**config.mk**
```make
export PLATFORM = sky130hd
export DESIGN_NAME = reset_nmi_powerdown_control
export DESIGN_NICKNAME = d
export VERILOG_FILES = /design/src/rst_nmi_pkg.sv /design/src/reset_nmi_powerdown_control.sv
export SDC_FILE = /design/constraint.sdc
export NUM_CORES = 1
export LEC_CHECK = 0
export BUFFER_PORTS_ARGS = -buffer_cell sky130_fd_sc_hd__buf_2
export CAP_MARGIN = 10
export CORE_UTILIZATION = 23
export DETAILED_ROUTE_END_ITERATION = 8
export HOLD_SLACK_MARGIN = 0.06
export SETUP_SLACK_MARGIN = 0.1
export SLEW_MARGIN = 40
export SYNTH_ARGS = -nofsm -noshare
export SYNTH_HDL_FRONTEND = slang
export SYNTH_SLANG_ARGS = --single-unit
export TNS_END_PERCENT = 50
```
**constraint.sdc**
```tcl
create_clock -name core_clk_i -period 2.7 [get_ports core_clk_i]
set_clock_uncertainty 0.1 [all_clocks]
set_input_delay 0.405 -clock core_clk_i [delete_from_list [all_inputs] [get_ports core_clk_i]]
set_output_delay 0.405 -clock core_clk_i [all_outputs]
set_load 0.05 [all_outputs]
```
**src/rst_nmi_pkg.sv**
```systemverilog
// Package with constants and carrier types for the reset and interrupt front end
package rst_nmi_pkg;

	// Clock rate and timing
	localparam int CLK_PERIOD_NS        = 100;
	localparam int FILTER_REJECT_NS     = 10;
	localparam int FILTER_PASS_NS       = 100;
	// Longest rejected glitch rounds down, at least one cycle
	localparam int FILTER_REJECT_CYC    = (FILTER_REJECT_NS / CLK_PERIOD_NS) < 1 ? 1 :
		(FILTER_REJECT_NS / CLK_PERIOD_NS);
	// Passed pulse length rounds up
	localparam int FILTER_PASS_CYC      = (FILTER_PASS_NS + CLK_PERIOD_NS - 1) / CLK_PERIOD_NS;
	// Filter length: a low must be seen this many consecutive cycles
	localparam logic [3:0] FILTER_LEN   = 4'(FILTER_PASS_CYC);
	// Length of the internal reset sequence in cycles
	localparam logic [7:0] INT_RESET_LEN = 8'h40;

	// Values after reset
	localparam logic BIDIR_RESET_VAL    = 1'b0;
	localparam logic PIN_HIGH           = 1'b1;

	typedef enum logic [1:0] {
		ST_RESET,
		ST_INIT,
		ST_RUN,
		ST_POWER_DOWN
	} phase_t;

	// Requests from the CPU core
	typedef struct packed {
		logic sw_reset;
		logic watchdog_reset;
		logic end_of_init_instruction;
		logic power_down_instruction;
		logic bidir_reset_enable_wr;
		logic bidir_reset_enable_val;
	} cpu_req_t;

	// State of the whole block
	typedef struct packed {
		phase_t     phase;
		logic [7:0] seq_cnt;
		logic [3:0] filt_cnt;
		logic       nmi_sync1;
		logic       nmi_sync2;
		logic       nmi_prev;
		logic       nmi_trap;
		logic       bidir_reset_enable_bit;
		logic       reset_indication;
		logic       pin_drive_low;
		logic       core_reset;
		logic       power_down;
		logic       pd_ignored;
	} state_t;

endpackage

```
**src/reset_nmi_powerdown_control.sv**
```systemverilog
// Reset filter, reset indication, trap on interrupt pin edge and power-down gating
`timescale 1ns/100ps
module reset_nmi_powerdown_control (
	// Clock and reset
	input  wire logic                 core_clk_i,
	input  wire logic                 rst_b_i,
	// Board pins
	input  wire logic                 reset_input_pin_i,
	input  wire logic                 nmi_pin_i,
	// Requests from the core
	input  wire rst_nmi_pkg::cpu_req_t cpu_req_i,
	// Pin drivers
	output logic                      reset_input_pin_o,
	output logic                      reset_input_pin_oe_o,
	output logic                      reset_indication_output_o,
	// To the core
	output logic                      core_reset_o,
	output logic                      nmi_trap_o,
	output logic                      power_down_o,
	output logic                      power_down_ignored_o,
	output logic                      bidir_reset_enable_bit_o
);

	rst_nmi_pkg::state_t st;
	rst_nmi_pkg::state_t next_st;

	logic pin_low_filtered;
	logic any_reset;

	// Values after block reset; one field a line so a new field cannot be left out
	function automatic rst_nmi_pkg::state_t reset_state();
		rst_nmi_pkg::state_t s;
		s.phase                  = rst_nmi_pkg::ST_RESET;
		s.seq_cnt                = 8'h00;
		s.filt_cnt               = 4'h0;
		s.nmi_sync1              = rst_nmi_pkg::PIN_HIGH;
		s.nmi_sync2              = rst_nmi_pkg::PIN_HIGH;
		s.nmi_prev               = rst_nmi_pkg::PIN_HIGH;
		s.nmi_trap               = 1'b0;
		s.bidir_reset_enable_bit = rst_nmi_pkg::BIDIR_RESET_VAL;
		s.reset_indication       = 1'b0;
		s.pin_drive_low          = 1'b0;
		s.core_reset             = 1'b1;
		s.power_down             = 1'b0;
		s.pd_ignored             = 1'b0;
		return s;
	endfunction

	// Consecutive low samples of the reset pin, saturating at the filter length.
	// Held at zero while we drive the pin: our own drive reads back low and would
	// otherwise restart the sequence on the cycle the drive ends.
	function automatic logic [3:0] filter_next(
		input logic [3:0] cnt,
		input logic       pin,
		input logic       driving
	);
		logic [3:0] result;
		result = cnt;
		if (pin || driving)
		begin
			result = 4'h0;
		end
		else if (cnt != rst_nmi_pkg::FILTER_LEN)
		begin
			result = cnt + 4'h1;
		end
		return result;
	endfunction

	// Pin, software and watchdog resets all restart the same sequence
	function automatic logic reset_request(
		input logic                  pin_low,
		input rst_nmi_pkg::cpu_req_t req
	);
		return pin_low || req.sw_reset || req.watchdog_reset;
	endfunction

	// Drive stays on across back-to-back resets once it has started
	function automatic logic drive_next(input logic enable, input logic driving);
		return enable || driving;
	endfunction

	// True once the internal reset sequence has run its full length
	function automatic logic seq_done(input logic [7:0] cnt);
		return cnt == rst_nmi_pkg::INT_RESET_LEN;
	endfunction

	// High to low on the synchronised stages; the raw pin is never looked at
	function automatic logic falling_edge(input logic prev, input logic cur);
		return prev && !cur;
	endfunction

	always_comb
	begin
		next_st = st;
		next_st.nmi_trap = 1'b0;
		next_st.pd_ignored = 1'b0;

		// Shorter glitches never reach a sample at this clock rate
		next_st.filt_cnt = filter_next(st.filt_cnt, reset_input_pin_i, st.pin_drive_low);
		// Our own drive also reads back low; ignore it so the sequence can end
		pin_low_filtered = (st.filt_cnt == rst_nmi_pkg::FILTER_LEN) && !st.pin_drive_low;

		any_reset = reset_request(pin_low_filtered, cpu_req_i);

		// Synchroniser: first stage feeds only the second
		next_st.nmi_sync1 = nmi_pin_i;
		next_st.nmi_sync2 = st.nmi_sync1;
		next_st.nmi_prev  = st.nmi_sync2;

		if (any_reset)
		begin
			next_st.phase = rst_nmi_pkg::ST_RESET;
			next_st.seq_cnt = 8'h00;
			next_st.core_reset = 1'b1;
			next_st.reset_indication = 1'b0;
			next_st.power_down = 1'b0;
			next_st.bidir_reset_enable_bit = rst_nmi_pkg::BIDIR_RESET_VAL;
			// Enable still set when the reset hits keeps the drive for this sequence
			next_st.pin_drive_low = drive_next(st.bidir_reset_enable_bit, st.pin_drive_low);
		end
		else
		begin
			case (st.phase)
				rst_nmi_pkg::ST_RESET:
				begin
					// Sequence runs full length even after a short pin pulse
					if (seq_done(st.seq_cnt))
					begin
						next_st.phase = rst_nmi_pkg::ST_INIT;
						next_st.core_reset = 1'b0;
						next_st.pin_drive_low = 1'b0;
					end
					else
					begin
						next_st.seq_cnt = st.seq_cnt + 8'h01;
					end
				end
				rst_nmi_pkg::ST_INIT:
				begin
					if (cpu_req_i.bidir_reset_enable_wr)
					begin
						next_st.bidir_reset_enable_bit = cpu_req_i.bidir_reset_enable_val;
					end
					if (cpu_req_i.end_of_init_instruction)
					begin
						next_st.phase = rst_nmi_pkg::ST_RUN;
						next_st.reset_indication = 1'b1;
					end
				end
				rst_nmi_pkg::ST_RUN:
				begin
					// Writes to the enable are ignored here, the bit is locked
					if (cpu_req_i.power_down_instruction)
					begin
						if (!st.nmi_sync2)
						begin
							next_st.phase = rst_nmi_pkg::ST_POWER_DOWN;
							next_st.power_down = 1'b1;
						end
						else
						begin
							next_st.pd_ignored = 1'b1;
						end
					end
				end
				rst_nmi_pkg::ST_POWER_DOWN:
				begin
					// Only a reset leaves power-down
					next_st.power_down = 1'b1;
				end
				default:
				begin
					// Unreachable; fall back to a fresh sequence rather than hang
					next_st.phase = rst_nmi_pkg::ST_RESET;
					next_st.seq_cnt = 8'h00;
					next_st.core_reset = 1'b1;
					next_st.reset_indication = 1'b0;
				end
			endcase
			// Edge taken from synchronised stages only; trap not raised in reset
			if (falling_edge(st.nmi_prev, st.nmi_sync2) && st.phase != rst_nmi_pkg::ST_RESET)
			begin
				next_st.nmi_trap = 1'b1;
			end
		end
	end

	// Block reset is taken as synchronous to the core clock
	always_ff @(posedge core_clk_i)
	begin
		if (!rst_b_i)
		begin
			st <= reset_state();
		end
		else
		begin
			st <= next_st;
		end
	end

	// Open drain: the data is always low, the enable alone decides
	assign reset_input_pin_o         = 1'b0;
	assign reset_input_pin_oe_o      = st.pin_drive_low;
	assign reset_indication_output_o = st.reset_indication;
	assign core_reset_o              = st.core_reset;
	assign nmi_trap_o                = st.nmi_trap;
	assign power_down_o              = st.power_down;
	assign power_down_ignored_o      = st.pd_ignored;
	assign bidir_reset_enable_bit_o  = st.bidir_reset_enable_bit;

endmodule

```
==> flow_summary.yaml, run 1 <==
final_layout:
  layout.nets: 156
  stdcell_count: 188
  num_antenna_cells: 0
  syn2layout_area_growth_pct: 16.4
  drive_gt1_share_pct: 16.2
  fillers: 487
logic_synthesis:
  ys_seq_area_share_pct: 44.4
  synth_area_per_cell_um2: 9.08
  ys_async_sr_fraction_pct: 0
  synth-edff-count: 0
  synth_cell_types: 32
  syn_area_mm2: 0.00108
  synth_ff_type: "dfxtp_1"
  synthCells: 119
  synth_warnings: 0
  synth_nets: 137
  synth_seq_cells: 24
routing:
  drt_wl_total_um: 1930
  first_pass_iters: 6
  drt-wirelength-per-cell_um: 10.3
  ant_nets: 0
  drc: 2
  vias: 825
  drtIter0Drc: 16
  via_per_inst: 4.39
worst_setup_path:
  cp.buffers_inverters: 1
  cp_data_arrival_time_ns: 2.11
  worstSetupPathType: "reg -> reg"
  cp_top_family: "simple AND/OR/NAND/NOR gates"
  startpoint_type: "flip-flop"
  worst_setup_path_end_kind: "flip-flop"
  reg2reg_from: "st[11]"
  worst_r2r_path_depth: 6
  crit_fanout: 4
  max_stage_delay_ns: 0.51
  cp_slowest_cell: "or4_1"
  rrSetupSlack_ns: 0.66
  crit_chain: "inv_1, ha_1, nor4b_1, or4b_1, or4_1, o31ai_1"
  r2r_end: "st[22]"
  cp_data_required_time_ns: 2.77
sta:
  fin_setup_tns_ns: 0
  fin_crit_sh_pct: 75.7
  max_slew_margin_pct: 65.9
  worst-slew-pin-transition_ns: 0.499
  hold_viol: 0
  setup_viol: 0
  max_freq_mhz: 489
  rsz0062_at_grt: "no"
  period_minus_slack_ns: 2.04
  drv_slew: 0
worst_hold_path:
  hold_start: "nmi_pin_i"
  min_to: "next_st[8]"
  worst_hold_path_type: "in -> reg"
  worstHoldPathCells: 2
clock_network:
  cts_buffers: 3
  cts-root-buf: "clkbuf_8"
  ctsHoldBuffers: 0
  cts_tree: "yes"
  cts_resized: 0
  htree_levels: 1
  cts_setup_buffers: 0
  insertion_delay_ns: 0.26
  path_clk_slew_ns: 0.08
  clockBufferDepth: 2
  cts.sinks: 24
floorplanning:
  die_area_mm2: 0.00498
  rows: 24
  fp.dieW_um: 70.6
  start_util_pct: 24.3
  die_h_um: 70.6
  core_area_mm2: 0.00444
  ios: 18
power_and_ir_drop:
  vdd_drop_max_uv: 172
  p_per_area_mw_per_mm2: 478
  power.total_mw: 0.602
  p_leak_nw: 0.490
placement:
  place_inst: 185
  port_buffers: 16
  hpwl_um: 1470
  place_congestion: 0.776
grt:
  grt_overflow: 0
  antenna_found_initial: 0
  grt_pass1_wl_um: 3450
  grt_use_total_pct: 8.85
  first_global_vias: 795
  grt_max_degree: 14
job:
  maxCapViolations: 0
run_status:
  status: "finished with violations"
  violations: "DRC"
## per-layer routing
layer  up-vias  part of all wire, %  track usage [%]  wire length (µm)
li1        442                    -                -                 -
met4         0                  1.4             4.67                27
met5         -                    0                0                 0
met2        13                   42             13.7               807
met3         2                  4.0             2.28                78
met1       368                   53             11.4              1020
## registers in the layout (all words and copies together), names as in the netlist
signal and count:
st 15, nmi_trap_o 1, core_reset_o 1, bidir_reset_enable_bit_o 1, power_down_ignored_o 1, power_down_o 1
reset_indication_output_o 1, next_st 2, reset_input_pin_oe_o 1
## cell type report
type | instances | area (µm²) | area share, %
multi-input combinational | 85 | 558 | 44.3
sequential | 24 | 480 | 38.2
timing repair buffer | 17 | 87.6 | 6.96
tap | 52 | 65.1 | 5.17
clock buffer | 3 | 41.3 | 3.28
inverter | 7 | 26.3 | 2.09
## where the power goes
part	leakage, nW	internal [mW]	switching (mW)	total, mW
registers	0.194	0.358	0.00436	0.363
clock network	0.0216	0.0995	0.104	0.204
logic	0.274	0.0160	0.0192	0.0351
total	0.490	0.474	0.128	0.602
## placed cells by master, fill, tap and decap left out, drive strengths merged, types with 2 or more instances in the layout
| master | instances |
|---|---|
| dfxtp | 24 |
| buf | 17 |
| nor2 | 15 |
| nand2 | 9 |
| ha | 8 |
| inv | 7 |
| nand3 | 7 |
| a21oi | 7 |
| nand2b | 5 |
| xor2 | 4 |
| nor4b | 3 |
| nand4 | 3 |
| xnor2 | 3 |
| clkbuf | 3 |
| or3 | 2 |
| or4 | 2 |
| nand3b | 2 |
| mux2i | 2 |
## worst max path at each step
stage | cells past startpoint | to | start
after floorplan | 5 | st[22] | reset_input_pin_oe_o
after global placement | 6 | st[22] | st[11]
after detailed placement | 6 | st[22] | st[11]
after CTS | 6 | st[22] | st[11]
after global routing | 6 | st[22] | st[15]
final | 6 | st[22] | st[11]
## synth_stat cells (2+ instances only)
| library cell | number | share of area [%] |
|---|---|---|
| nand2_1 | 9 | 3.1 |
| nand2b_1 | 5 | 2.9 |
| xnor2_1 | 3 | 2.4 |
| inv_1 | 7 | 2.4 |
| ha_1 | 8 | 9.3 |
| xor2_1 | 4 | 3.2 |
| a21oi_1 | 7 | 3.2 |
| nand3_1 | 7 | 3.2 |
| nor4b_1 | 3 | 2.4 |
| or4_1 | 2 | 1.4 |
| nand4_1 | 3 | 1.7 |
| nor2_1 | 15 | 5.2 |
| nand3b_1 | 2 | 1.4 |
| or3_1 | 2 | 1.2 |
| dfxtp_1 | 24 | 44 |
| mux2i_1 | 2 | 1.9 |
## cells by family (layout without fill, tap and decap cells)
kind of cell / after synthesis / after routing / share of synthesized area, %
buffers and inverters: 10 / 27 / 3.94
multiplexers: 2 / 2 / 1.85
other: 1 / 1 / 0.347
AO/OA/AOI/OAI: 13 / 13 / 7.52
adder cells (fa/ha/maj): 8 / 8 / 9.26
XOR/XNOR: 7 / 7 / 5.67
AND/OR/NAND/NOR: 54 / 54 / 27.0
flip-flops: 24 / 24 / 44.4
## per-stage QoR
step	hold WS, ns	setup slack [ns]	util (%)	instance area (µm²)
2_1_floorplan	0.286	0.596	-	1080
3_3_place_gp	0.310	0.721	27.4	1220
3_5_place_dp	0.302	0.664	27.4	1220
4_1_cts	0.214	0.646	28.3	1260
5_1_grt	0.221	0.538	28.3	1260
6_report	0.219	0.656	28.3	1260
Note: power is estimated with default switching activity, not from simulation.
==> inputs of run 2 (changes only) <==
==> constraint.sdc (replaced) <==
create_clock -name core_clk_i -period 2 [get_ports core_clk_i]
set_clock_uncertainty 0.1 [all_clocks]
set_input_delay 0.3 -clock core_clk_i [delete_from_list [all_inputs] [get_ports core_clk_i]]
set_output_delay 0.3 -clock core_clk_i [all_outputs]
set_load 0.05 [all_outputs]
==> run 2 against run 1 <==
  * The flow still finishes with violations (DRC)
  * Final cell count increased by 1.6%
  * Maximum frequency increased by 8.5%
  * Clock-buffer cell count increased by 1
  * Critical endpoint unchanged
  * Largest cell class unchanged
  * Largest power group unchanged
==> flow_summary.yaml, run 2 (same netlist as run 1, synthesis figures left out) <==
placement:
  place_congestion: 0.753
  placed_cell_area_mm2: 0.00125
  hpwl_um: 1580
  port_buffers: 16
floorplanning:
  die_h_um: 70.6
  fp.dieW_um: 70.6
  start_util_pct: 24.3
  rows: 24
  die_area_mm2: 0.00498
  ios: 18
  core_area_mm2: 0.00444
run_status:
  status: "finished with violations"
  violations: "DRC"
sta:
  setup_viol: 0
  rsz0062_at_grt: "yes"
  fin_setup_tns_ns: 0
  drv_slew: 0
  holdWs_ns: 0.117
  fin_crit_sh_pct: 94.2
  period_minus_slack_ns: 1.88
  max_freq_mhz: 531
  hold_viol: 0
  max_slew_margin_pct: 61.0
  worst-slew-pin-transition_ns: 0.577
power_and_ir_drop:
  swShare_pct: 21.2
  p_int_mw: 0.687
  p_comb_share_pct: 6.3
  pwr-share-seq_pct: 56.4
  clock_power_share_pct: 37.3
  vdd_drop_max_uv: 211
  p_per_area_mw_per_mm2: 656
  p_leak_nw: 0.516
  p_sw_mw: 0.184
worst_setup_path:
  cp_data_arrival_time_ns: 1.95
  worst_setup_path_end_kind: "flip-flop"
  startpoint_type: "flip-flop"
  worstSetupPathType: "reg -> reg"
  crit_fanout: 3
  cp_data_required_time_ns: 2.07
grt:
  grt_use_total_pct: 9.06
  grt_overflow: 0
  grt_max_degree: 14
  antenna_found_initial: 0
  grt_pass1_wl_um: 3590
  first_global_vias: 820
final_layout:
  utilization_pct: 29.9
  syn2layout_area_growth_pct: 22.8
  final_cell_mix: "dfxtp_1 (20), buf_2 (16), nor2_1 (15)"
  largest_register_ffs: 15
  regArea_um2: 485
  fillers: 489
  layout_commonest_cell: "dfxtp_1"
  layout.nets: 158
  top_register: "st"
  num_antenna_cells: 0
  multi_input_area_um2: 593
  drive_gt1_share_pct: 23.7
  postLayoutCellArea_mm2: 0.00133
clock_network:
  path_clk_slew_ns: 0.08
  cts-root-buf: "clkbuf_8"
  insertion_delay_ns: 0.26
  cts_tree: "yes"
  clockBufferDepth: 2
  cts_buffers: 3
  htree_levels: 1
  cts.sinks: 24
worst_hold_path:
  worst_hold_path_type: "in -> reg"
routing:
  vias: 857
  ant_nets: 0
  drc: 2
  drtIter0Drc: 30
  drt_wl_total_um: 2100
  first_pass_iters: 6
  via_per_inst: 4.49
  drt-wirelength-per-cell_um: 11.0
job:
  maxCapViolations: 0
## run 2: worst paths after layout
path                            cells past startpoint  slack (ns)  startpoint         end
worst max-delay path                                6        0.12      st[11]      st[22]
worst min-delay path                                2        0.12   nmi_pin_i  next_st[8]
worst max register to register                      6        0.12      st[11]      st[22]
worst min register to register                      1        0.33  next_st[8]  next_st[7]
## run 2: area by class of cell
cell class | instances | share of cell area, %
sequential | 24 | 36.6
tap | 52 | 4.90
inverter | 7 | 1.98
clock buffer | 4 | 4.15
timing repair buffer | 19 | 7.73
multi-input combinational | 85 | 44.7
## run 2: per-layer routing
| metal | GRT usage, % | share of wire (%) | up-vias |
|---|---|---|---|
| met1 | 11.7 | 48 | 387 |
| li1 | - | - | 448 |
| met3 | 0.855 | 3.5 | 5 |
| met5 | 0 | 0 | - |
| met2 | 14.9 | 46 | 17 |
| met4 | 5.33 | 2.3 | 0 |
## run 2: worst max-delay path, cell delays in order (launching register included)
cell and delay [ns]:
dfxtp_2 0.35, inv_2 0.04, ha_4 0.15, nor4b_4 0.12, or4b_1 0.54, or4_1 0.41, o31ai_1 0.08
## run 2: per-stage QoR
step | setup WS (ns) | instances | power (mW)
final | 0.116 | 191 | 0.871
after global routing | 0.0287 | 191 | 0.912
after CTS | 0.119 | 191 | 0.882
after detailed placement | 0.0986 | 186 | 0.555
after global placement | 0.156 | 186 | 0.555
after floorplan | 0.0857 | 119 | 0.538
## run 2: what timing repair did
action	4_1_cts	5_1_grt
setup buffers	1	0
resized for setup	2	2
endpoints found under the setup margin	1	4
hold buffers	0	0
## run 2: power groups by stage
stage / clock network (mW) / registers, mW / logic (mW)
final: 0.325 / 0.491 / 0.0549
after global routing: 0.359 / 0.492 / 0.0609
after CTS: 0.335 / 0.491 / 0.0557
after detailed placement: 0 / 0.502 / 0.0528
after global placement: 0 / 0.502 / 0.0527
after floorplan: 0 / 0.501 / 0.0367
